### src/shared/synth_cfg_pkg.sv
// Overview of operation
// RL1 - each rising serial clock edge shifts the data pin into a 24-bit shift register.
// RL2 - a rising load strobe copies the shift register into the latch that the word selects.
// RL3 - the host keeps the serial clock at or below 20 MHz.
// RL4 - chip enable high means normal operation; low holds the device in hardware power-down.
// RL5 - the reference buffer force-on pin enables the buffer output regardless of anything else.
// RL6 - the enabled reference buffer output is a buffered copy of the reference input.
// RL7 - one serial word alone is enough to change the output frequency.
// RL8 - the modulator order is programmable from first to fourth order.
// RL9 - the fractional modulus width is programmable as 12 or 22 bits.
// RL10 - RF prescaler 16/17/20/21 or 32/33/36/37, IF prescaler 8/9 or 16/17, by setting.
// RL11 - the test-or-lock pin shows a test frequency or lock detect, as configured.
// RL12 - the fastlock pin can also be a programmable CMOS output or high impedance.
// RL13 - the host holds the strobe low over 24 bits, MSB first, raising it after the last edge.
package synth_cfg_pkg;
    localparam int WORD_W = 24;
    localparam int CNT_W = 5;
    localparam int DATA_W = 22;
    localparam int DATA_LSB = 2;
    localparam int SEL_LSB = 0;
    localparam int SEL_W = 2;
    localparam logic [1:0] LATCH_FREQ = 2'h0;
    localparam logic [1:0] LATCH_MOD = 2'h1;
    localparam logic [1:0] LATCH_OUT = 2'h2;
    localparam logic [1:0] LATCH_PWR = 2'h3;
    // modulator latch fields
    localparam int MOD_ORDER_LSB = 2;
    localparam int MOD_FRAC22_BIT = 4;
    localparam int MOD_RFPRE_BIT = 5;
    localparam int MOD_IFPRE_BIT = 6;
    // output latch fields
    localparam int OUT_LOCKSEL_BIT = 2;
    localparam int OUT_FLMODE_LSB = 3;
    localparam int OUT_REFEN_BIT = 5;
    localparam int OUT_TAP_LSB = 6;
    // power latch field
    localparam int PWR_PD_BIT = 2;
    localparam logic [1:0] FL_FASTLOCK = 2'h0;
    localparam logic [1:0] FL_CMOS_LOW = 2'h1;
    localparam logic [1:0] FL_CMOS_HIGH = 2'h2;
    localparam logic [1:0] FL_TRISTATE = 2'h3;
    localparam int TEST_CNT_W = 8;

    typedef struct packed {
        logic [1:0] order;
        logic frac22;
        logic rf_pre32;
        logic if_pre16;
    } mod_cfg_t;

    typedef struct packed {
        logic lock_sel;
        logic [1:0] fl_mode;
        logic ref_en;
        logic [2:0] test_tap;
    } out_cfg_t;

    typedef struct packed {
        logic fastlock_req;
        logic lock_det;
        logic ref_in;
        logic force_on;
        logic ce;
        logic le;
        logic sdata;
        logic sclk;
    } pins_t;

    localparam mod_cfg_t MOD_RESET = '0;
    localparam out_cfg_t OUT_RESET = '0;
    localparam logic [DATA_W-1:0] FREQ_RESET = 22'h00_0000;

    // timing
    localparam int CLK_MHZ = 100;
    localparam int SCLK_MAX_MHZ = 20;
    localparam int SCLK_MIN_CYC = (CLK_MHZ + SCLK_MAX_MHZ - 1) / SCLK_MAX_MHZ;
    localparam int GAP_W = 4;

    // register map
    localparam int ADDR_W = 8;
    localparam logic [ADDR_W-1:0] OFS_CTRL = 8'h00;
    localparam logic [ADDR_W-1:0] OFS_STATUS = 8'h04;
    localparam logic [ADDR_W-1:0] OFS_FREQ = 8'h08;
    localparam logic [ADDR_W-1:0] OFS_MOD = 8'h0C;
    localparam logic [ADDR_W-1:0] OFS_OUT = 8'h10;
    localparam logic [ADDR_W-1:0] OFS_LOADS = 8'h14;
    localparam logic [2:0] IDX_CTRL = 3'h0;
    localparam logic [2:0] IDX_STATUS = 3'h1;
    localparam logic [2:0] IDX_FREQ = 3'h2;
    localparam logic [2:0] IDX_MOD = 3'h3;
    localparam logic [2:0] IDX_OUT = 3'h4;
    localparam logic [2:0] IDX_LOADS = 3'h5;
    localparam logic [2:0] IDX_NONE = 3'h7;
    localparam int CTRL_PORTEN_BIT = 0;
    localparam logic CTRL_PORTEN_RESET = 1'b1;
    localparam int ST_CE_BIT = 0;
    localparam int ST_FORCE_BIT = 1;
    localparam int ST_PD_BIT = 2;
    localparam int ST_LOCK_BIT = 3;
    localparam int ST_FAST_BIT = 4;
    localparam int ST_SHORT_BIT = 5;
    localparam int ST_REFUSED_BIT = 6;
    localparam int LOADS_W = 16;
    localparam logic [1:0] RESP_OKAY = 2'h0;
    localparam logic [1:0] RESP_SLVERR = 2'h2;

    function automatic logic [2:0] reg_index(input logic [ADDR_W-1:0] a);
        case (a)
            OFS_CTRL: reg_index = IDX_CTRL;
            OFS_STATUS: reg_index = IDX_STATUS;
            OFS_FREQ: reg_index = IDX_FREQ;
            OFS_MOD: reg_index = IDX_MOD;
            OFS_OUT: reg_index = IDX_OUT;
            OFS_LOADS: reg_index = IDX_LOADS;
            default: reg_index = IDX_NONE;
        endcase
    endfunction : reg_index
endpackage : synth_cfg_pkg

### src/hdl/pin_sync.sv
`timescale 1ns/1ps
module pin_sync #(
    parameter int W = 1
) (
    input wire logic aclk,
    input wire logic aresetn,
    input wire logic [W-1:0] async_in,
    output logic [W-1:0] sync_out
);
    logic [W-1:0] meta_r;

    always_ff @(posedge aclk) begin
        if (!aresetn) begin
            meta_r <= '0;
            sync_out <= '0;
        end else begin
            meta_r <= async_in;
            sync_out <= meta_r;
        end
    end
endmodule : pin_sync

### src/hdl/serial_shifter.sv
`timescale 1ns/1ps
module serial_shifter (
    input wire logic aclk,
    input wire logic aresetn,
    input wire logic sclk,
    input wire logic sdata,
    input wire logic le,
    output logic sclk_rise,
    output logic load_pulse,
    output logic [synth_cfg_pkg::WORD_W-1:0] load_word,
    output logic [synth_cfg_pkg::CNT_W-1:0] load_bits
);
    localparam int CNT_W = synth_cfg_pkg::CNT_W;
    logic sclk_d_r;
    logic le_d_r;
    logic le_rise;
    logic [synth_cfg_pkg::WORD_W-1:0] shift_r;
    logic [synth_cfg_pkg::CNT_W-1:0] cnt_r;

    assign sclk_rise = sclk & ~sclk_d_r;
    assign le_rise = le & ~le_d_r;

    always_ff @(posedge aclk) begin
        if (!aresetn) begin
            sclk_d_r <= 1'b0;
            le_d_r <= 1'b0;
        end else begin
            sclk_d_r <= sclk;
            le_d_r <= le;
        end
    end

    // msb first: oldest bit ends at the top
    always_ff @(posedge aclk) begin
        if (!aresetn) begin
            shift_r <= '0;
        end else if (sclk_rise) begin
            shift_r <= {shift_r[synth_cfg_pkg::WORD_W-2:0], sdata}; // RL1
        end
    end

    // bits seen since the last strobe, saturating
    always_ff @(posedge aclk) begin
        if (!aresetn) begin
            cnt_r <= '0;
        end else if (le_rise) begin
            cnt_r <= '0;
        end else if (sclk_rise && cnt_r != CNT_W'(synth_cfg_pkg::WORD_W + 1)) begin
            cnt_r <= cnt_r + CNT_W'(1);
        end
    end

    always_ff @(posedge aclk) begin
        if (!aresetn) begin
            load_pulse <= 1'b0;
            load_word <= '0;
            load_bits <= '0;
        end else begin
            load_pulse <= le_rise; // RL2
            if (le_rise) begin
                load_word <= shift_r;
                load_bits <= cnt_r;
            end
        end
    end
endmodule : serial_shifter

### src/hdl/synth_serial_config_port.sv
`timescale 1ns/1ps
module synth_serial_config_port (
    input wire logic aclk,
    input wire logic aresetn,
    input wire logic [synth_cfg_pkg::ADDR_W-1:0] awaddr,
    input wire logic awvalid,
    output logic awready,
    input wire logic [31:0] wdata,
    input wire logic [3:0] wstrb,
    input wire logic wvalid,
    output logic wready,
    output logic [1:0] bresp,
    output logic bvalid,
    input wire logic bready,
    input wire logic [synth_cfg_pkg::ADDR_W-1:0] araddr,
    input wire logic arvalid,
    output logic arready,
    output logic [31:0] rdata,
    output logic [1:0] rresp,
    output logic rvalid,
    input wire logic rready,
    input wire logic serial_clock,
    input wire logic serial_data,
    input wire logic latch_load_strobe,
    input wire logic chip_enable,
    input wire logic ref_buffer_force_on,
    input wire logic ref_input,
    input wire logic lock_detect_in,
    input wire logic fastlock_request,
    output logic ref_buffer_output,
    output logic test_or_lock_output,
    output logic fastlock_output_pin_out,
    output logic fastlock_output_pin_oe,
    output logic power_down,
    output logic [synth_cfg_pkg::DATA_W-1:0] freq_word,
    output logic freq_update,
    output synth_cfg_pkg::mod_cfg_t mod_cfg
);
    localparam int DW = synth_cfg_pkg::DATA_W;
    localparam int LW = synth_cfg_pkg::LOADS_W;
    localparam int GW = synth_cfg_pkg::GAP_W;
    localparam int TW = synth_cfg_pkg::TEST_CNT_W;

    synth_cfg_pkg::pins_t pins_raw;
    synth_cfg_pkg::pins_t pins_s;
    logic sclk_rise, load_pulse, load_ok;
    logic [synth_cfg_pkg::WORD_W-1:0] load_word;
    logic [synth_cfg_pkg::CNT_W-1:0] load_bits;
    logic [synth_cfg_pkg::SEL_W-1:0] load_sel;
    logic [DW-1:0] load_data;

    assign pins_raw = '{fastlock_req: fastlock_request, lock_det: lock_detect_in,
                        ref_in: ref_input, force_on: ref_buffer_force_on,
                        ce: chip_enable, le: latch_load_strobe,
                        sdata: serial_data, sclk: serial_clock};

    pin_sync #(
        .W($bits(synth_cfg_pkg::pins_t))
    ) u_sync (
        .aclk(aclk),
        .aresetn(aresetn),
        .async_in(pins_raw),
        .sync_out(pins_s)
    );

    serial_shifter u_shift (
        .aclk(aclk),
        .aresetn(aresetn),
        .sclk(pins_s.sclk),
        .sdata(pins_s.sdata),
        .le(pins_s.le),
        .sclk_rise(sclk_rise),
        .load_pulse(load_pulse),
        .load_word(load_word),
        .load_bits(load_bits)
    );

    // latches and register state
    logic [DW-1:0] freq_r;
    logic freq_update_r, sw_pd_r, port_en_r;
    synth_cfg_pkg::mod_cfg_t mod_r;
    synth_cfg_pkg::out_cfg_t out_r;
    logic [LW-1:0] loads_r;
    logic fast_flag_r, short_flag_r, refused_flag_r;
    logic [GW-1:0] gap_r;
    logic gap_valid_r;
    assign load_sel = load_word[synth_cfg_pkg::SEL_LSB +: synth_cfg_pkg::SEL_W];
    assign load_data = load_word[synth_cfg_pkg::DATA_LSB +: DW];
    assign load_ok = load_pulse & port_en_r;

    // strobe edge transfers the word into its latch
    always_ff @(posedge aclk) begin
        if (!aresetn) begin
            freq_r <= synth_cfg_pkg::FREQ_RESET;
            mod_r <= synth_cfg_pkg::MOD_RESET;
            out_r <= synth_cfg_pkg::OUT_RESET;
            sw_pd_r <= 1'b0;
        end else if (load_ok) begin // RL2
            case (load_sel)
                synth_cfg_pkg::LATCH_FREQ: freq_r <= load_data; // RL7
                synth_cfg_pkg::LATCH_MOD: begin
                    mod_r.order <= load_word[synth_cfg_pkg::MOD_ORDER_LSB +: 2]; // RL8
                    mod_r.frac22 <= load_word[synth_cfg_pkg::MOD_FRAC22_BIT]; // RL9
                    mod_r.rf_pre32 <= load_word[synth_cfg_pkg::MOD_RFPRE_BIT]; // RL10
                    mod_r.if_pre16 <= load_word[synth_cfg_pkg::MOD_IFPRE_BIT]; // RL10
                end
                synth_cfg_pkg::LATCH_OUT: begin
                    out_r.lock_sel <= load_word[synth_cfg_pkg::OUT_LOCKSEL_BIT];
                    out_r.fl_mode <= load_word[synth_cfg_pkg::OUT_FLMODE_LSB +: 2];
                    out_r.ref_en <= load_word[synth_cfg_pkg::OUT_REFEN_BIT];
                    out_r.test_tap <= load_word[synth_cfg_pkg::OUT_TAP_LSB +: 3];
                end
                default: sw_pd_r <= load_word[synth_cfg_pkg::PWR_PD_BIT];
            endcase
        end
    end

    // one pulse per frequency word, no second word needed
    always_ff @(posedge aclk) begin
        if (!aresetn) begin
            freq_update_r <= 1'b0;
        end else begin
            freq_update_r <= load_ok && load_sel == synth_cfg_pkg::LATCH_FREQ; // RL7
        end
    end

    always_ff @(posedge aclk) begin
        if (!aresetn) begin
            loads_r <= '0;
        end else if (load_ok) begin
            loads_r <= loads_r + LW'(1);
        end
    end

    // edge spacing watch; one cycle of slack covers synchroniser jitter
    always_ff @(posedge aclk) begin
        if (!aresetn) begin
            gap_r <= '0;
            gap_valid_r <= 1'b0;
        end else if (sclk_rise) begin
            gap_r <= '0;
            gap_valid_r <= 1'b1;
        end else begin
            if (gap_r != GW'(synth_cfg_pkg::SCLK_MIN_CYC)) begin
                gap_r <= gap_r + GW'(1);
            end
            if (load_pulse) begin
                gap_valid_r <= 1'b0;
            end
        end
    end

    // register bus: write path
    logic aw_got_r, w_got_r;
    logic [synth_cfg_pkg::ADDR_W-1:0] waddr_r;
    logic [31:0] wdata_r;
    logic [3:0] wstrb_r;
    logic aw_hs, w_hs, wr_fire, st_wr;
    logic [2:0] wr_idx;
    assign aw_hs = awvalid & awready;
    assign w_hs = wvalid & wready;
    assign wr_fire = aw_got_r & w_got_r & ~bvalid;
    assign wr_idx = synth_cfg_pkg::reg_index(waddr_r);
    assign st_wr = wr_fire && wr_idx == synth_cfg_pkg::IDX_STATUS && wstrb_r[0];

    always_ff @(posedge aclk) begin
        if (!aresetn) begin
            aw_got_r <= 1'b0;
            w_got_r <= 1'b0;
            waddr_r <= '0;
            wdata_r <= '0;
            wstrb_r <= '0;
            awready <= 1'b0;
            wready <= 1'b0;
        end else begin
            if (aw_hs) begin
                waddr_r <= awaddr;
            end
            if (w_hs) begin
                wdata_r <= wdata;
                wstrb_r <= wstrb;
            end
            aw_got_r <= (aw_got_r | aw_hs) & ~wr_fire;
            w_got_r <= (w_got_r | w_hs) & ~wr_fire;
            awready <= ~((aw_got_r | aw_hs) & ~wr_fire);
            wready <= ~((w_got_r | w_hs) & ~wr_fire);
        end
    end

    always_ff @(posedge aclk) begin
        if (!aresetn) begin
            bvalid <= 1'b0;
            bresp <= synth_cfg_pkg::RESP_OKAY;
        end else if (wr_fire) begin
            bvalid <= 1'b1;
            bresp <= (wr_idx == synth_cfg_pkg::IDX_NONE) ? synth_cfg_pkg::RESP_SLVERR
                                                          : synth_cfg_pkg::RESP_OKAY;
        end else if (bready) begin
            bvalid <= 1'b0;
        end
    end

    always_ff @(posedge aclk) begin
        if (!aresetn) begin
            port_en_r <= synth_cfg_pkg::CTRL_PORTEN_RESET;
        end else if (wr_fire && wr_idx == synth_cfg_pkg::IDX_CTRL && wstrb_r[0]) begin
            port_en_r <= wdata_r[synth_cfg_pkg::CTRL_PORTEN_BIT];
        end
    end

    // sticky flags: a new event beats a same-cycle clear
    always_ff @(posedge aclk) begin
        if (!aresetn) begin
            fast_flag_r <= 1'b0;
            short_flag_r <= 1'b0;
            refused_flag_r <= 1'b0;
        end else begin
            if (sclk_rise && gap_valid_r
                && gap_r < GW'(synth_cfg_pkg::SCLK_MIN_CYC - 2)) begin
                fast_flag_r <= 1'b1; // RL3
            end else if (st_wr && wdata_r[synth_cfg_pkg::ST_FAST_BIT]) begin
                fast_flag_r <= 1'b0;
            end
            if (load_pulse && load_bits != synth_cfg_pkg::CNT_W'(synth_cfg_pkg::WORD_W)) begin
                short_flag_r <= 1'b1; // RL13
            end else if (st_wr && wdata_r[synth_cfg_pkg::ST_SHORT_BIT]) begin
                short_flag_r <= 1'b0;
            end
            if (load_pulse && !port_en_r) begin
                refused_flag_r <= 1'b1;
            end else if (st_wr && wdata_r[synth_cfg_pkg::ST_REFUSED_BIT]) begin
                refused_flag_r <= 1'b0;
            end
        end
    end

    // register bus: read path, answer on the same edge that takes the address
    logic ar_hs;
    logic [31:0] status_word, rd_mux;
    assign ar_hs = arvalid & arready;

    always_comb begin
        status_word = '0;
        status_word[synth_cfg_pkg::ST_CE_BIT] = pins_s.ce;
        status_word[synth_cfg_pkg::ST_FORCE_BIT] = pins_s.force_on;
        status_word[synth_cfg_pkg::ST_PD_BIT] = power_down;
        status_word[synth_cfg_pkg::ST_LOCK_BIT] = pins_s.lock_det;
        status_word[synth_cfg_pkg::ST_FAST_BIT] = fast_flag_r;
        status_word[synth_cfg_pkg::ST_SHORT_BIT] = short_flag_r;
        status_word[synth_cfg_pkg::ST_REFUSED_BIT] = refused_flag_r;
        case (synth_cfg_pkg::reg_index(araddr))
            synth_cfg_pkg::IDX_CTRL: rd_mux = 32'(port_en_r);
            synth_cfg_pkg::IDX_STATUS: rd_mux = status_word;
            synth_cfg_pkg::IDX_FREQ: rd_mux = 32'(freq_r);
            synth_cfg_pkg::IDX_MOD: rd_mux = 32'(mod_r);
            synth_cfg_pkg::IDX_OUT: rd_mux = 32'(out_r);
            synth_cfg_pkg::IDX_LOADS: rd_mux = 32'(loads_r);
            default: rd_mux = '0;
        endcase
    end

    always_ff @(posedge aclk) begin
        if (!aresetn) begin
            rvalid <= 1'b0;
            rdata <= '0;
            rresp <= synth_cfg_pkg::RESP_OKAY;
            arready <= 1'b0;
        end else begin
            if (ar_hs) begin
                rvalid <= 1'b1;
                rdata <= rd_mux;
                rresp <= (synth_cfg_pkg::reg_index(araddr) == synth_cfg_pkg::IDX_NONE)
                         ? synth_cfg_pkg::RESP_SLVERR : synth_cfg_pkg::RESP_OKAY;
            end else if (rready) begin
                rvalid <= 1'b0;
            end
            arready <= ~(ar_hs | (rvalid & ~rready));
        end
    end

    // pin outputs
    logic pd_nxt;
    logic [TW-1:0] test_cnt_r;

    assign pd_nxt = ~pins_s.ce | sw_pd_r; // RL4

    always_ff @(posedge aclk) begin
        if (!aresetn) begin
            test_cnt_r <= '0;
        end else begin
            test_cnt_r <= test_cnt_r + TW'(1);
        end
    end

    always_ff @(posedge aclk) begin
        if (!aresetn) begin
            power_down <= 1'b1;
            ref_buffer_output <= 1'b0;
            test_or_lock_output <= 1'b0;
        end else begin
            power_down <= pd_nxt; // RL4
            // force-on outranks power-down and the programmed enable
            ref_buffer_output <= (pins_s.force_on | (~pd_nxt & out_r.ref_en)) // RL5
                                 & pins_s.ref_in; // RL6
            if (pd_nxt) begin
                test_or_lock_output <= 1'b0;
            end else if (out_r.lock_sel) begin
                test_or_lock_output <= pins_s.lock_det; // RL11
            end else begin
                test_or_lock_output <= test_cnt_r[out_r.test_tap]; // RL11
            end
        end
    end

    always_ff @(posedge aclk) begin
        if (!aresetn) begin
            fastlock_output_pin_out <= 1'b0;
            fastlock_output_pin_oe <= 1'b0;
        end else if (pd_nxt) begin
            fastlock_output_pin_out <= 1'b0;
            fastlock_output_pin_oe <= 1'b0;
        end else begin
            fastlock_output_pin_oe <= out_r.fl_mode != synth_cfg_pkg::FL_TRISTATE; // RL12
            case (out_r.fl_mode) // RL12
                synth_cfg_pkg::FL_FASTLOCK: fastlock_output_pin_out <= pins_s.fastlock_req;
                synth_cfg_pkg::FL_CMOS_HIGH: fastlock_output_pin_out <= 1'b1;
                default: fastlock_output_pin_out <= 1'b0;
            endcase
        end
    end

    assign freq_word = freq_r;
    assign freq_update = freq_update_r;
    assign mod_cfg = mod_r;
endmodule : synth_serial_config_port

### config.mk
export PLATFORM = sky130hd
export DESIGN_NAME = synth_serial_config_port
export DESIGN_NICKNAME = d
export VERILOG_FILES = /design/src/shared/synth_cfg_pkg.sv /design/src/hdl/pin_sync.sv /design/src/hdl/serial_shifter.sv /design/src/hdl/synth_serial_config_port.sv
export SDC_FILE = /design/constraint.sdc
export NUM_CORES = 1
export LEC_CHECK = 0
export BUFFER_PORTS_ARGS = -buffer_cell sky130_fd_sc_hd__buf_4
export CAP_MARGIN = 15
export CORE_ASPECT_RATIO = 0.6
export CORE_MARGIN = 10
export CORE_UTILIZATION = 50
export CTS_CLUSTER_SIZE = 16
export DETAILED_ROUTE_END_ITERATION = 6
export PLACE_DENSITY = 0.74
export SETUP_SLACK_MARGIN = 0.2
export SLEW_MARGIN = 20
export SYNTH_ARGS = -nofsm -noshare
export SYNTH_HDL_FRONTEND = slang
export SYNTH_HIERARCHICAL = 1
export SYNTH_SLANG_ARGS = --single-unit
### constraint.sdc
create_clock -name aclk -period 2.3 [get_ports aclk]
set_input_delay 0.46 -clock aclk [delete_from_list [all_inputs] [get_ports aclk]]
set_output_delay 0.46 -clock aclk [all_outputs]
set_load 0.005 [all_outputs]
# == Word level (Yosys, flattened, before mapping) ==
# Cells that the tools add are included.
# totals
ff_bits,210
output_inout_bits,74
ramBits,0
latch_bits,0
word_cells,164
memories,0
romBits,0
# op_classes
n_shift,0
bitwise_logic,30
addsub,4
n_mux,23
n_reduce_logical,34
div_mod_pow,0
n_eq_ne,25
order_cmp,2
mul,0
# op_table
cell,count
$pmux W22 S6,1
$pmux W3 S6,2
$eq A8 B4 Y1 const B,4
$eq A8 B5 Y1 const B,4
$add A16 B1 Y16 const B,1
$eq A8 B3 Y1 const B,2
$logic_not A8 Y1,2
$mux W1,14
$and A1 B1 Y1,13
$logic_and A1 B1 Y1,13
$eq A3 B3 Y1 const B,4
$not A1 Y1,12
$reduce_bool A2 Y1,6
$ne A5 B5 Y1 const B,2
$add A8 B1 Y8 const B,1
$reduce_and A2 Y1,4
$eq A3 B1 Y1 const B,2
$eq A3 B2 Y1 const B,2
$logic_not A3 Y1,2
$mux W3,2
$reduce_or A2 Y1,3
$add A5 B1 Y5 const B,1
$or A1 B1 Y1,5
$add A4 B1 Y4 const B,1
12 further kinds,15

# == Depth between registers and ports, before layout ==
# Gate-level depths: netlist (run 1).
# logic_depth
ltp_word,8
ltp_mapped,9

# == Cells and area by module ==
# Netlist (run 1), hierarchy kept.
# modules_own_cells
mod,area_each_um2,instances,cells_each,seq_area_each_um2
synth_serial_config_port,5237.5,1,580,2362.3
serial_shifter,2142.1,1,211,1221.2
pin_sync,446.7,1,33,320.3

# == Worst setup path after synthesis (run 1) ==
# No wires, ideal clock.
# synth_timing
path_type,input to register
from,input araddr[7] (netlist name)
to,register rdata[0]
arrival_time_ns,2.152
t_required_ns,2.227
path_slack_ns,0.076
cell_stages,9
setup_time_ns,0.073
path_cell_list,nor3_2 nand4b_1 ha_1 nor4b_1 and4_1 buf_2 a32o_1 nor3_1 nor3_2
# synth_via
elab_chain_cells,4
word_cells_on_any_way,14
# synth_rtl
item,line_no,source
"start, declared",synth_serial_config_port.sv:15,"input wire logic [synth_cfg_pkg::ADDR_W-1:0] araddr,"
$eq A8 B5 Y1 (tied with other cells),synth_cfg_pkg.sv:108,case (a)
$pmux W3 S6 *,synth_cfg_pkg.sv:108,
$eq A3 B3 Y1 (tied with other cells),synth_serial_config_port.sv:251,case (synth_cfg_pkg::reg_index(araddr))
$pmux W22 S6 *,synth_serial_config_port.sv:251,
"end signal, assigned",synth_serial_config_port.sv:271,rdata <= rd_mux;
"end, declared",synth_serial_config_port.sv:18,"output logic [31:0] rdata,"
# Mark *: on every way between the ends. The rest lies on a longest branch, timed or not.
# A chain may end at the register's enable or synchronous reset.

# == Worst setup path after layout (run 1) ==
# layout_timing
from,input araddr[7] (netlist name)
to,register rdata[13]
# The elaborated chain is that of the path after synthesis.

==> qor.yml, run 1 <==
cts_root_buf: "clkbuf_16"
r2r_cells: 5
max_freq_mhz: 536
hold_viol_final: 0
final_util_pct: 60.7
rrSetupSlack_ps: 500
hold_class: "in -> reg"
final_antenna_net_count: 0
fin_nets: 990
ys_types: 64
synth_edf_count: 0
layout_setup_ws_ps: 434
p_switching_uw: 1650
synth_xor_xnor_area_share_pct: 2.35
yosys_register_bits: 195
hold-path-endpoint: "u_sync/meta_r[0]$_SDFF_PN0_"
cts_resized: 0
ir_drop_v: 0.000482
synth-adder-area-share_pct: 1.12
intPower_uw: 5240
syn_area_mm2: 0.00783
antenna_found_initial: 0
cts_tree: "yes"
grt_max_degree: 36
seq_area_mm2: 0.00390
worstPathMaxFanout: 9
r2r_end: "fast_flag_r$_SDFFE_PN0P_"
cts_buffers: 17
grt_overflow: 0
p_clk_share_pct: 44.8
nFillCells: 1360
dp_slack_ps: 24.4
start_util_pct: 51.1
clock-sinks: 195
drt-total-wl_um: 19100
post_cts_buffers: 0
cellLeakagePower_uw: 0.00362
crit_type: "in -> reg"
first_pass_iters: 5
grt_pass1_wl_um: 30300
pin_count: 141
viasPerCell: 5.41
clock_skew_ps: 13.5
cts_buffer_depth: 2
worst_slew_pin_slew_ps: 847
grt_pass1_vias: 5608
diodes: 0
critical_path_arrival_ps: 2240
endpoint_kind: "flip-flop"
h-tree-depth: 4
seq_area_frac_synth_pct: 49.9
yosys.area.top_type: "dfxtp_1"
yosys-top-cells-area: "dfxtp_1, nand2_1, a21boi_1"
die_h_um: 117
synthCells: 824
fin_hold_ws_ps: 247
status: "finished, final reports clean"
p_per_area_mw_per_mm2: 741
gp_congestion: 0.905
hpwl_um: 13800
core_area_mm2: 0.0153
die_w_um: 182
drcViolationCount: 0
async_reset_ff_share_pct: 0
io_buffer_count: 97
synth_compound_area_share_pct: 17.1
multi_input_area_mm2: 0.00360
min_path_cells: 2
rsz0062_at_grt: "false"
grt_usage_pct: 17.7
r2r-start: "waddr_r[7]$_SDFFE_PN0P_"
cp_data_required_time_ps: 2670
synth_top_family_by_area: "simple AND/OR/NAND/NOR gates"
worstHoldStart: "serial_clock"
vias: 6120
cts_hold_buffers: 0
rows: 35
routedWlPerCell_um: 16.8
dr.first_iter.drc_count: 564
fin_crit_sh_pct: 81.1
fin_crit_ps: 1870
synth_most_common_cell: "dfxtp_1"
yosysTopAreaCellShare_pct: 49.9
cts.clk_slew.worst_paths_ps: 80
drive_gt1_share_pct: 21.7
clk-insertion-delay-late_ps: 430
relSlewSlack_pct: 43.6
yosysWarnings: 6
pwr-share-comb_pct: 4.9
power_frac_seq_pct: 50.3
fin_tns_setup_ps: 0
synth_common_cells: "dfxtp_1, nand2_1, nand3_1, a21boi_1, a21oi_1"
swShare_pct: 24.0
muxShareOfSynthArea_pct: 2.78
setup_viol: 0
area_delta_synth_final_pct: 18.8
synth-main-ff-cell: "dfxtp_1"
die_area_mm2: 0.0212
drv_cap: 0
slew_viol_final: 0
avgSynthCellArea_um2: 9.50
startpoint_type: "input pin"
synthSimpleGateAreaFrac_pct: 21.9
## metal layers
metal  vias up  routed length [um]  global-route usage, %
li1       3022                   -                      -
met2       190                7830                   24.6
met1      2898                9790                   26.6
met3        10                1360                   4.24
met4         0                  76                   4.16
met5         -                   0                      0
## sequential cells by signal (all words and copies together), names as in the netlist, 7 cells and up
| signal | flops |
|---|---|
| freq_word | 22 |
| u_sync/meta_r | 8 |
| rdata | 22 |
| u_sync/sync_out | 8 |
| test_cnt_r | 8 |
| u_shift/load_word | 24 |
| waddr_r | 8 |
| u_shift/shift_r | 24 |
| out_r | 7 |
| loads_r | 16 |
## critical path, cell delays in order
cell      delay (ps)
buf_4            130
nor3_4           260
nand4b_1         180
ha_2             270
nor4b_1          270
and4_1           270
buf_4            170
a22oi_1           90
o21ai_2          120
## power groups by stage
stage | clock network [uW] | registers, uW | logic, uW
floorplan | 0 | 3530 | 231
global placement | 0 | 3540 | 328
global route | 3280 | 3470 | 370
CTS | 3130 | 3470 | 333
finish | 3090 | 3470 | 335
detailed placement | 0 | 3550 | 332
## through the flow
stage,instances,power (uW),area [um2]
after floorplan,835,3760,7880
after global placement,1100,3870,8690
after detailed placement,1100,3880,8690
after CTS,1132,6930,9300
after global routing,1132,7130,9300
final,1132,6890,9300
## cell type report
type | count | area share, %
Clock buffer | 18 | 4.62
Clock inverter | 14 | 1.96
Inverter | 10 | 0.431
Multi-Input combinational cell | 574 | 38.7
Sequential cell | 195 | 42.0
Tap cell | 203 | 2.73
Timing Repair Buffer | 118 | 9.53
## worst max path at each step
stage	start	endpoint	depth (start not counted)
2_1_floorplan	araddr[7]	rdata[0]$_SDFFE_PN0P_	9
3_3_place_gp	araddr[7]	rdata[7]$_SDFFE_PN0P_	9
3_5_place_dp	araddr[7]	rdata[13]$_SDFFE_PN0P_	9
4_1_cts	araddr[7]	rdata[13]$_SDFFE_PN0P_	9
5_1_grt	araddr[7]	rdata[7]$_SDFFE_PN0P_	9
6_report	araddr[7]	rdata[13]$_SDFFE_PN0P_	9
## kinds of logic (layout without fill, tap and decap cells)
family | Yosys count | count (layout)
DFF | 195 | 195
other | 1 | 12
muxes | 18 | 18
adders and majority gates | 7 | 7
and+or+nand+nor | 338 | 338
AOI/OAI and AO/OA | 178 | 178
buffers and inverters | 66 | 160
xor gates and xnor gates | 21 | 21
## cell usage in the layout (no fill, tap or decap), types with 7 or more instances in the layout
master	Yosys	routed
conb_1	1	12
inv_1	8	8
a22oi_1	10	10
a21oi_1	35	35
dfxtp_1	195	195
nand3_1	48	48
a22o_1	31	31
nand2_1	161	161
o21ai_2	11	11
a21boi_0	17	17
nor3_1	11	10
inv_8	0	7
clkbuf_16	0	17
and2_1	29	29
and2_2	12	12
xor2_1	8	8
and3_1	7	7
xnor2_1	13	13
nand2b_1	8	8
buf_4	16	118
nor2_1	20	19
a21boi_1	43	43
(Power assumes the default switching activity.)
==> run 2, diff against run 1 <==
- clock period: 2.3 -> 1.7 ns (I/O delays scaled with it)
==> qor.yml, run 2 (synthesis results as in run 1) <==
swShare_pct: 24.3  # +0.35 points
rsz0062_at_grt: "true"
drcViolationCount: 0  # unchanged
critical_path_arrival_ps: 1980  # -260 ps
h-tree-depth: 4  # unchanged
final_common_cell: "dfxtp_1"
worst_slew_pin_slew_ps: 543  # -304 ps
busiest_layer: "met1"
grtUsageMet1_pct: 26.1  # -0.44 points
grt_use_met3_pct: 4.94  # +0.71 points
first_pass_iters: 5  # unchanged
cellLeakagePower_uw: 0.00391  # +7.9%
clock_skew_ps: 17.5  # +4.05 ps
r2r-start: "waddr_r[7]$_SDFFE_PN0P_"
p_clk_share_pct: 43.5  # -1.3 points
dr.first_iter.drc_count: 504  # -11%
crit_type: "in -> reg"
antenna_found_initial: 0  # unchanged
cts.clk_slew.worst_paths_ps: 80  # about the same
pwr-share-comb_pct: 5.6  # +0.7 points
cts_hold_buffers: 0  # unchanged
fin_hold_ws_ps: 136  # -111 ps
fin_nets: 1033  # +4.3%
grt_pass1_vias: 6062  # +8.1%
routedWlPerCell_um: 16.8  # about the same
r2r_cells: 5  # unchanged
drive_gt1_share_pct: 28.9  # +7.2 points
p_switching_uw: 2240  # +36%
grt_pass1_wl_um: 31600  # +4.4%
top_regs: "u_shift/load_word (24), u_shift/shift_r (24)"
worstHoldStart: "fastlock_request"
startpoint_type: "input pin"
rows: 35  # unchanged
vias: 6261  # +2.3%
r2r_end: "fast_flag_r$_SDFFE_PN0P_"
grt_max_degree: 51  # +42%
layout_common_cells: "dfxtp_1, nand2_1, buf_4"
hold_viol_final: 0  # unchanged
dp_cells: 1126  # +2.4%
hpwl_um: 13700  # -0.63%
max_freq_mhz: 615
fin_crit_sh_pct: 95.6
endpoint_kind: "flip-flop"
diodes: 0  # unchanged
intPower_uw: 6970  # +33%
setup_viol: 0  # unchanged
cts_buffer_depth: 2  # unchanged
gp_congestion: 0.912  # +0.76%
use_met2_pct: 25.8  # +1.2 points
fin_crit_ps: 1620
cts_tree: "yes"
rrSetupSlack_ps: 120  # -380 ps
clock-sinks: 195  # unchanged
relSlewSlack_pct: 63.8  # +20 points
status: "finished, final reports clean"
hold_class: "in -> reg"
cts_root_buf: "clkbuf_16"
hold-path-endpoint: "u_sync/meta_r[7]$_SDFF_PN0_"
p_per_area_mw_per_mm2: 929  # +25%
io_buffer_count: 97  # unchanged
die_w_um: 182  # unchanged
die_area_mm2: 0.0212  # unchanged
min_path_cells: 2  # unchanged
cts_buffers: 17  # unchanged
power_frac_seq_pct: 50.9  # +0.6 points
viasPerCell: 5.33  # -1.4%
start_util_pct: 51.1  # unchanged
die_h_um: 117  # unchanged
worstPathMaxFanout: 6  # -3
core_area_mm2: 0.0153  # unchanged
grt_overflow: 0  # unchanged
slew_viol_final: 0  # unchanged
grt_usage_pct: 18.0  # +0.33 points
clk-insertion-delay-late_ps: 430  # about the same
final_antenna_net_count: 0  # unchanged
cp_data_required_time_ps: 2050  # -620 ps
drt-total-wl_um: 19800  # +3.8%
stdcell_count: 1175  # +3.8%
pin_count: 141  # unchanged
drv_cap: 0  # unchanged
area_delta_synth_final_pct: 26.7
ir_drop_v: 0.000512  # +6.4%
==> run 2: cell types whose count changed in the layout (fill, tap and decap cells not counted), moves of 5 or more <==
cell	change
buf_4	+23
dfxtp_1	-15
dfxtp_4	+5
dfxtp_2	+10
buf_6	+14
==> run 2: cell type report <==
type	count	area [um2]
fillers	1228	5410
flip-flops and latches	195	3940
multi-input cells	574	3770
repair buffers	161	1320
clock buffers	18	429
well taps	203	254
clock inverters	14	165
inverters	10	40.0
==> run 2: critical path, stage by stage <==
cell and delay, ps:
buf_8 100, nor3_4 200, nand4b_1 200, ha_4 250, nand4b_1 240, buf_4 180, buf_4 130, o2bb2ai_4 120
a21oi_2 50, o21ai_1 150
==> run 2: worst max-delay path by stage <==
stage                                  startpoint                  endpoint  slack (ps)  cells after the start
after floorplan                         araddr[1]     rdata[0]$_SDFFE_PN0P_        -130                      9
after global placement                  araddr[5]     rdata[3]$_SDFFE_PN0P_        -520                      6
after detailed placement                araddr[5]     rdata[1]$_SDFFE_PN0P_        -560                      6
after CTS                 waddr_r[7]$_SDFFE_PN0P_  fast_flag_r$_SDFFE_PN0P_         120                      5
after global routing                    araddr[7]     rdata[1]$_SDFFE_PN0P_          20                     10
final                                   araddr[7]     rdata[1]$_SDFFE_PN0P_          80                     10
==> run 2: power groups by stage <==
stage	Sequential, uW	Clock [uW]	Combinational (uW)
2_1_floorplan	4780	0	315
3_3_place_gp	4800	0	479
3_5_place_dp	4800	0	486
4_1_cts	4690	4050	504
5_1_grt	4700	4230	568
6_report	4690	4010	516
==> run 2: stage by stage <==
| step | worst slack [ps] | util, % | setup TNS, ps | instance area, um2 | total power (uW) |
|---|---|---|---|---|---|
| CTS | 123 | 63.3 | 0 | 9700 | 9250 |
| global route | 18.7 | 64.7 | 0 | 9910 | 9490 |
| floorplan | -129 | - | -1040 | 7910 | 5090 |
| finish | 75.2 | 64.7 | 0 | 9910 | 9210 |
| detailed placement | -558 | 58.4 | -8970 | 8960 | 5280 |
| global placement | -521 | 58.4 | -8890 | 8960 | 5270 |
==> run 2: metal layers <==
| layer | part of all wire, % | up-vias |
|---|---|---|
| li1 | - | 3105 |
| met4 | 0.60 | 0 |
| met3 | 7.4 | 14 |
| met2 | 42 | 197 |
| met1 | 50 | 2945 |
| met5 | 0 | - |
==> run 2: timing repair <==
| action | CTS | global route |
|---|---|---|
| cloned | 1 | 1 |
| setup endpoints to repair | 26 | 35 |
| setup buffers | 8 | 7 |
| resized for setup | 24 | 40 |
| hold endpoints to repair | 0 | 0 |
| pin swaps | 10 | 18 |
==> run 3, diff against run 2 <==
- CORE_MARGIN: 10 -> 2
- CORE_UTILIZATION: 50 -> 45
- PLACE_DENSITY: 0.74 -> 0.67
==> qor.yml, run 3 (synthesis results as in run 1) <==
status: "finished, final reports clean"
pin_count: 141  # unchanged
max_freq_mhz: 612  # -0.53%
clock_skew_ps: 17.6  # +0.0821 ps
final_antenna_net_count: 0  # unchanged
critical_path_arrival_ps: 1950  # -30 ps
first_pass_iters: 5  # unchanged
rsz0062_at_grt: "true"
startpoint_type: "flip-flop"
multi_input_area_mm2: 0.00383  # +1.6%
cts_tree: "yes"
hpwl_um: 13400  # -2.8%
drt-total-wl_um: 18700  # -5.3%
area_delta_synth_final_pct: 27.8
stdcell_count: 1206  # +2.6%
worstHoldStart: "lock_detect_in"
nFillCells: 1473  # +20%
top_regs: "u_shift/load_word (24), u_shift/shift_r (24)"
endpoint_kind: "flip-flop"
clock-sinks: 195  # unchanged
start_util_pct: 45.8  # -5.2 points
post_dp_cell_area_mm2: 0.00905  # +1.0%
hold_viol_final: 0  # unchanged
fin_crit_ps: 1630  # +8.61 ps
die_h_um: 106  # -9.2%
ir_drop_v: 0.000702  # +37%
diodes: 0  # unchanged
crit_path_max_incr_delay_ps: 540  # +290 ps
dr.first_iter.drc_count: 505  # +0.20%
relSlewSlack_pct: 64.8  # +1.0 points
cts_root_buf: "clkbuf_16"
clk-insertion-delay-late_ps: 430  # about the same
p_per_area_mw_per_mm2: 929  # about the same
cts_buffer_depth: 2  # unchanged
dp_cells: 1164  # +3.4%
routedWlPerCell_um: 15.5  # -7.7%
layout_common_cells: "dfxtp_1, nand2_1, buf_4"
path_cells: "or4_4 > nor3_4 > and4_4 > a21boi_2 > o21a_1"
hold_class: "in -> reg"
fin_area_mm2: 0.0100  # +0.93%
fin_crit_sh_pct: 96.1  # +0.51 points
worstPathMaxFanout: 3  # -3
viasPerCell: 5.14  # -3.5%
core_area_mm2: 0.0171  # +11%
antenna_found_initial: 0  # unchanged
cts_hold_buffers: 0  # unchanged
fin_nets: 1034  # +0.097%
grt_usage_pct: 20.5  # +2.5 points
slew_viol_final: 0  # unchanged
h-tree-depth: 4  # unchanged
cts_buffers: 17  # unchanged
crit_type: "reg -> reg"
cts.clk_slew.worst_paths_ps: 80  # about the same
io_buffer_count: 97  # unchanged
grt_pass1_vias: 5658  # -6.7%
r2r-start: "waddr_r[7]$_SDFFE_PN0P_"
grt_max_degree: 44  # -14%
critPathLaunch: "waddr_r[7]$_SDFFE_PN0P_"
drcViolationCount: 0  # unchanged
drive_gt1_share_pct: 30.0  # +1.1 points
cp_data_required_time_ps: 2010  # -40 ps
rows: 37  # +5.7%
final_common_cell: "dfxtp_1"
setup_viol: 0  # unchanged
die_area_mm2: 0.0185  # -13%
crit_path_top_delay_cell: "or4_4"
grt_overflow: 0  # unchanged
gp_congestion: 0.893  # -2.1%
die_w_um: 174  # -4.0%
grt_pass1_wl_um: 30300  # -4.0%
cellLeakagePower_uw: 0.00393  # +0.46%
worst_slew_pin_slew_ps: 528  # -15.0 ps
vias: 6203  # -0.93%
drv_cap: 0  # unchanged
seq_area_mm2: 0.00392  # -0.41%
run 3: changes by cell type in the layout (fill, tap and decap cells not counted), moves of 5 or more:
cell,delta
buf_4,+8
buf_6,-6
dfxtp_4,-5
nand3_1,-5
run 3: critical path: cells and delay by family, from the launching register on:
family             cells  cell delay, ps
AOI/OAI and AO/OA      2             230
DFF                    1             330
and+or+nand+nor        3             970
run 3: worst paths after layout:
kind	end	slack, ps	cells past startpoint
setup / recovery	refused_flag_r$_SDFFE_PN0P_	70	5
hold / removal	u_sync/meta_r[6]$_SDFF_PN0_	130	2
setup reg to reg	refused_flag_r$_SDFFE_PN0P_	70	5
hold reg to reg	u_shift/shift_r[0]$_SDFFE_PN0P_	440	2
run 3: through the flow:
step           TNS (ps)  worst slack [ps]  hold WS [ps]  utilization [%]  power, uW
6_report              0              66.6           127             58.6       9290
5_1_grt               0              20.7           113             58.6       9620
4_1_cts               0               107           113             57.2       9350
3_5_place_dp      -6280              -347           420             53.0       5280
3_3_place_gp      -4690              -248           418             53.0       5270
2_1_floorplan     -1040              -129           412                -       5090
run 3: final cells by class:
cell class,instances,area share [%]
repair buffers,162,13.0
multi-input cells,574,38.3
well taps,234,2.93
flip-flops and latches,195,39.2
clock buffers,17,4.25
clock inverters,14,1.91
inverters,10,0.400
run 3: what timing repair did:
action	in CTS	in global routing
pin swaps	9	24
resized for setup	23	41
gates cloned	1	0
setup buffers	3	7
setup endpoints to repair	27	40
run 3: layer usage:
metal  routed length [um]  track usage, %  up-vias
li1                     -               -     3113
met5                    0               0        -
met2                 7510            28.1      166
met3                 1060            4.40        9
met1                10100            32.0     2915
met4                  104            4.80        0
run 3: power breakdown:
group          leakage, uW  switching [uW]  total [uW]  internal, uW
clock network     0.000299            1960        4090          2130
registers          0.00158            63.7        4700          4640
logic              0.00204             272         505           233
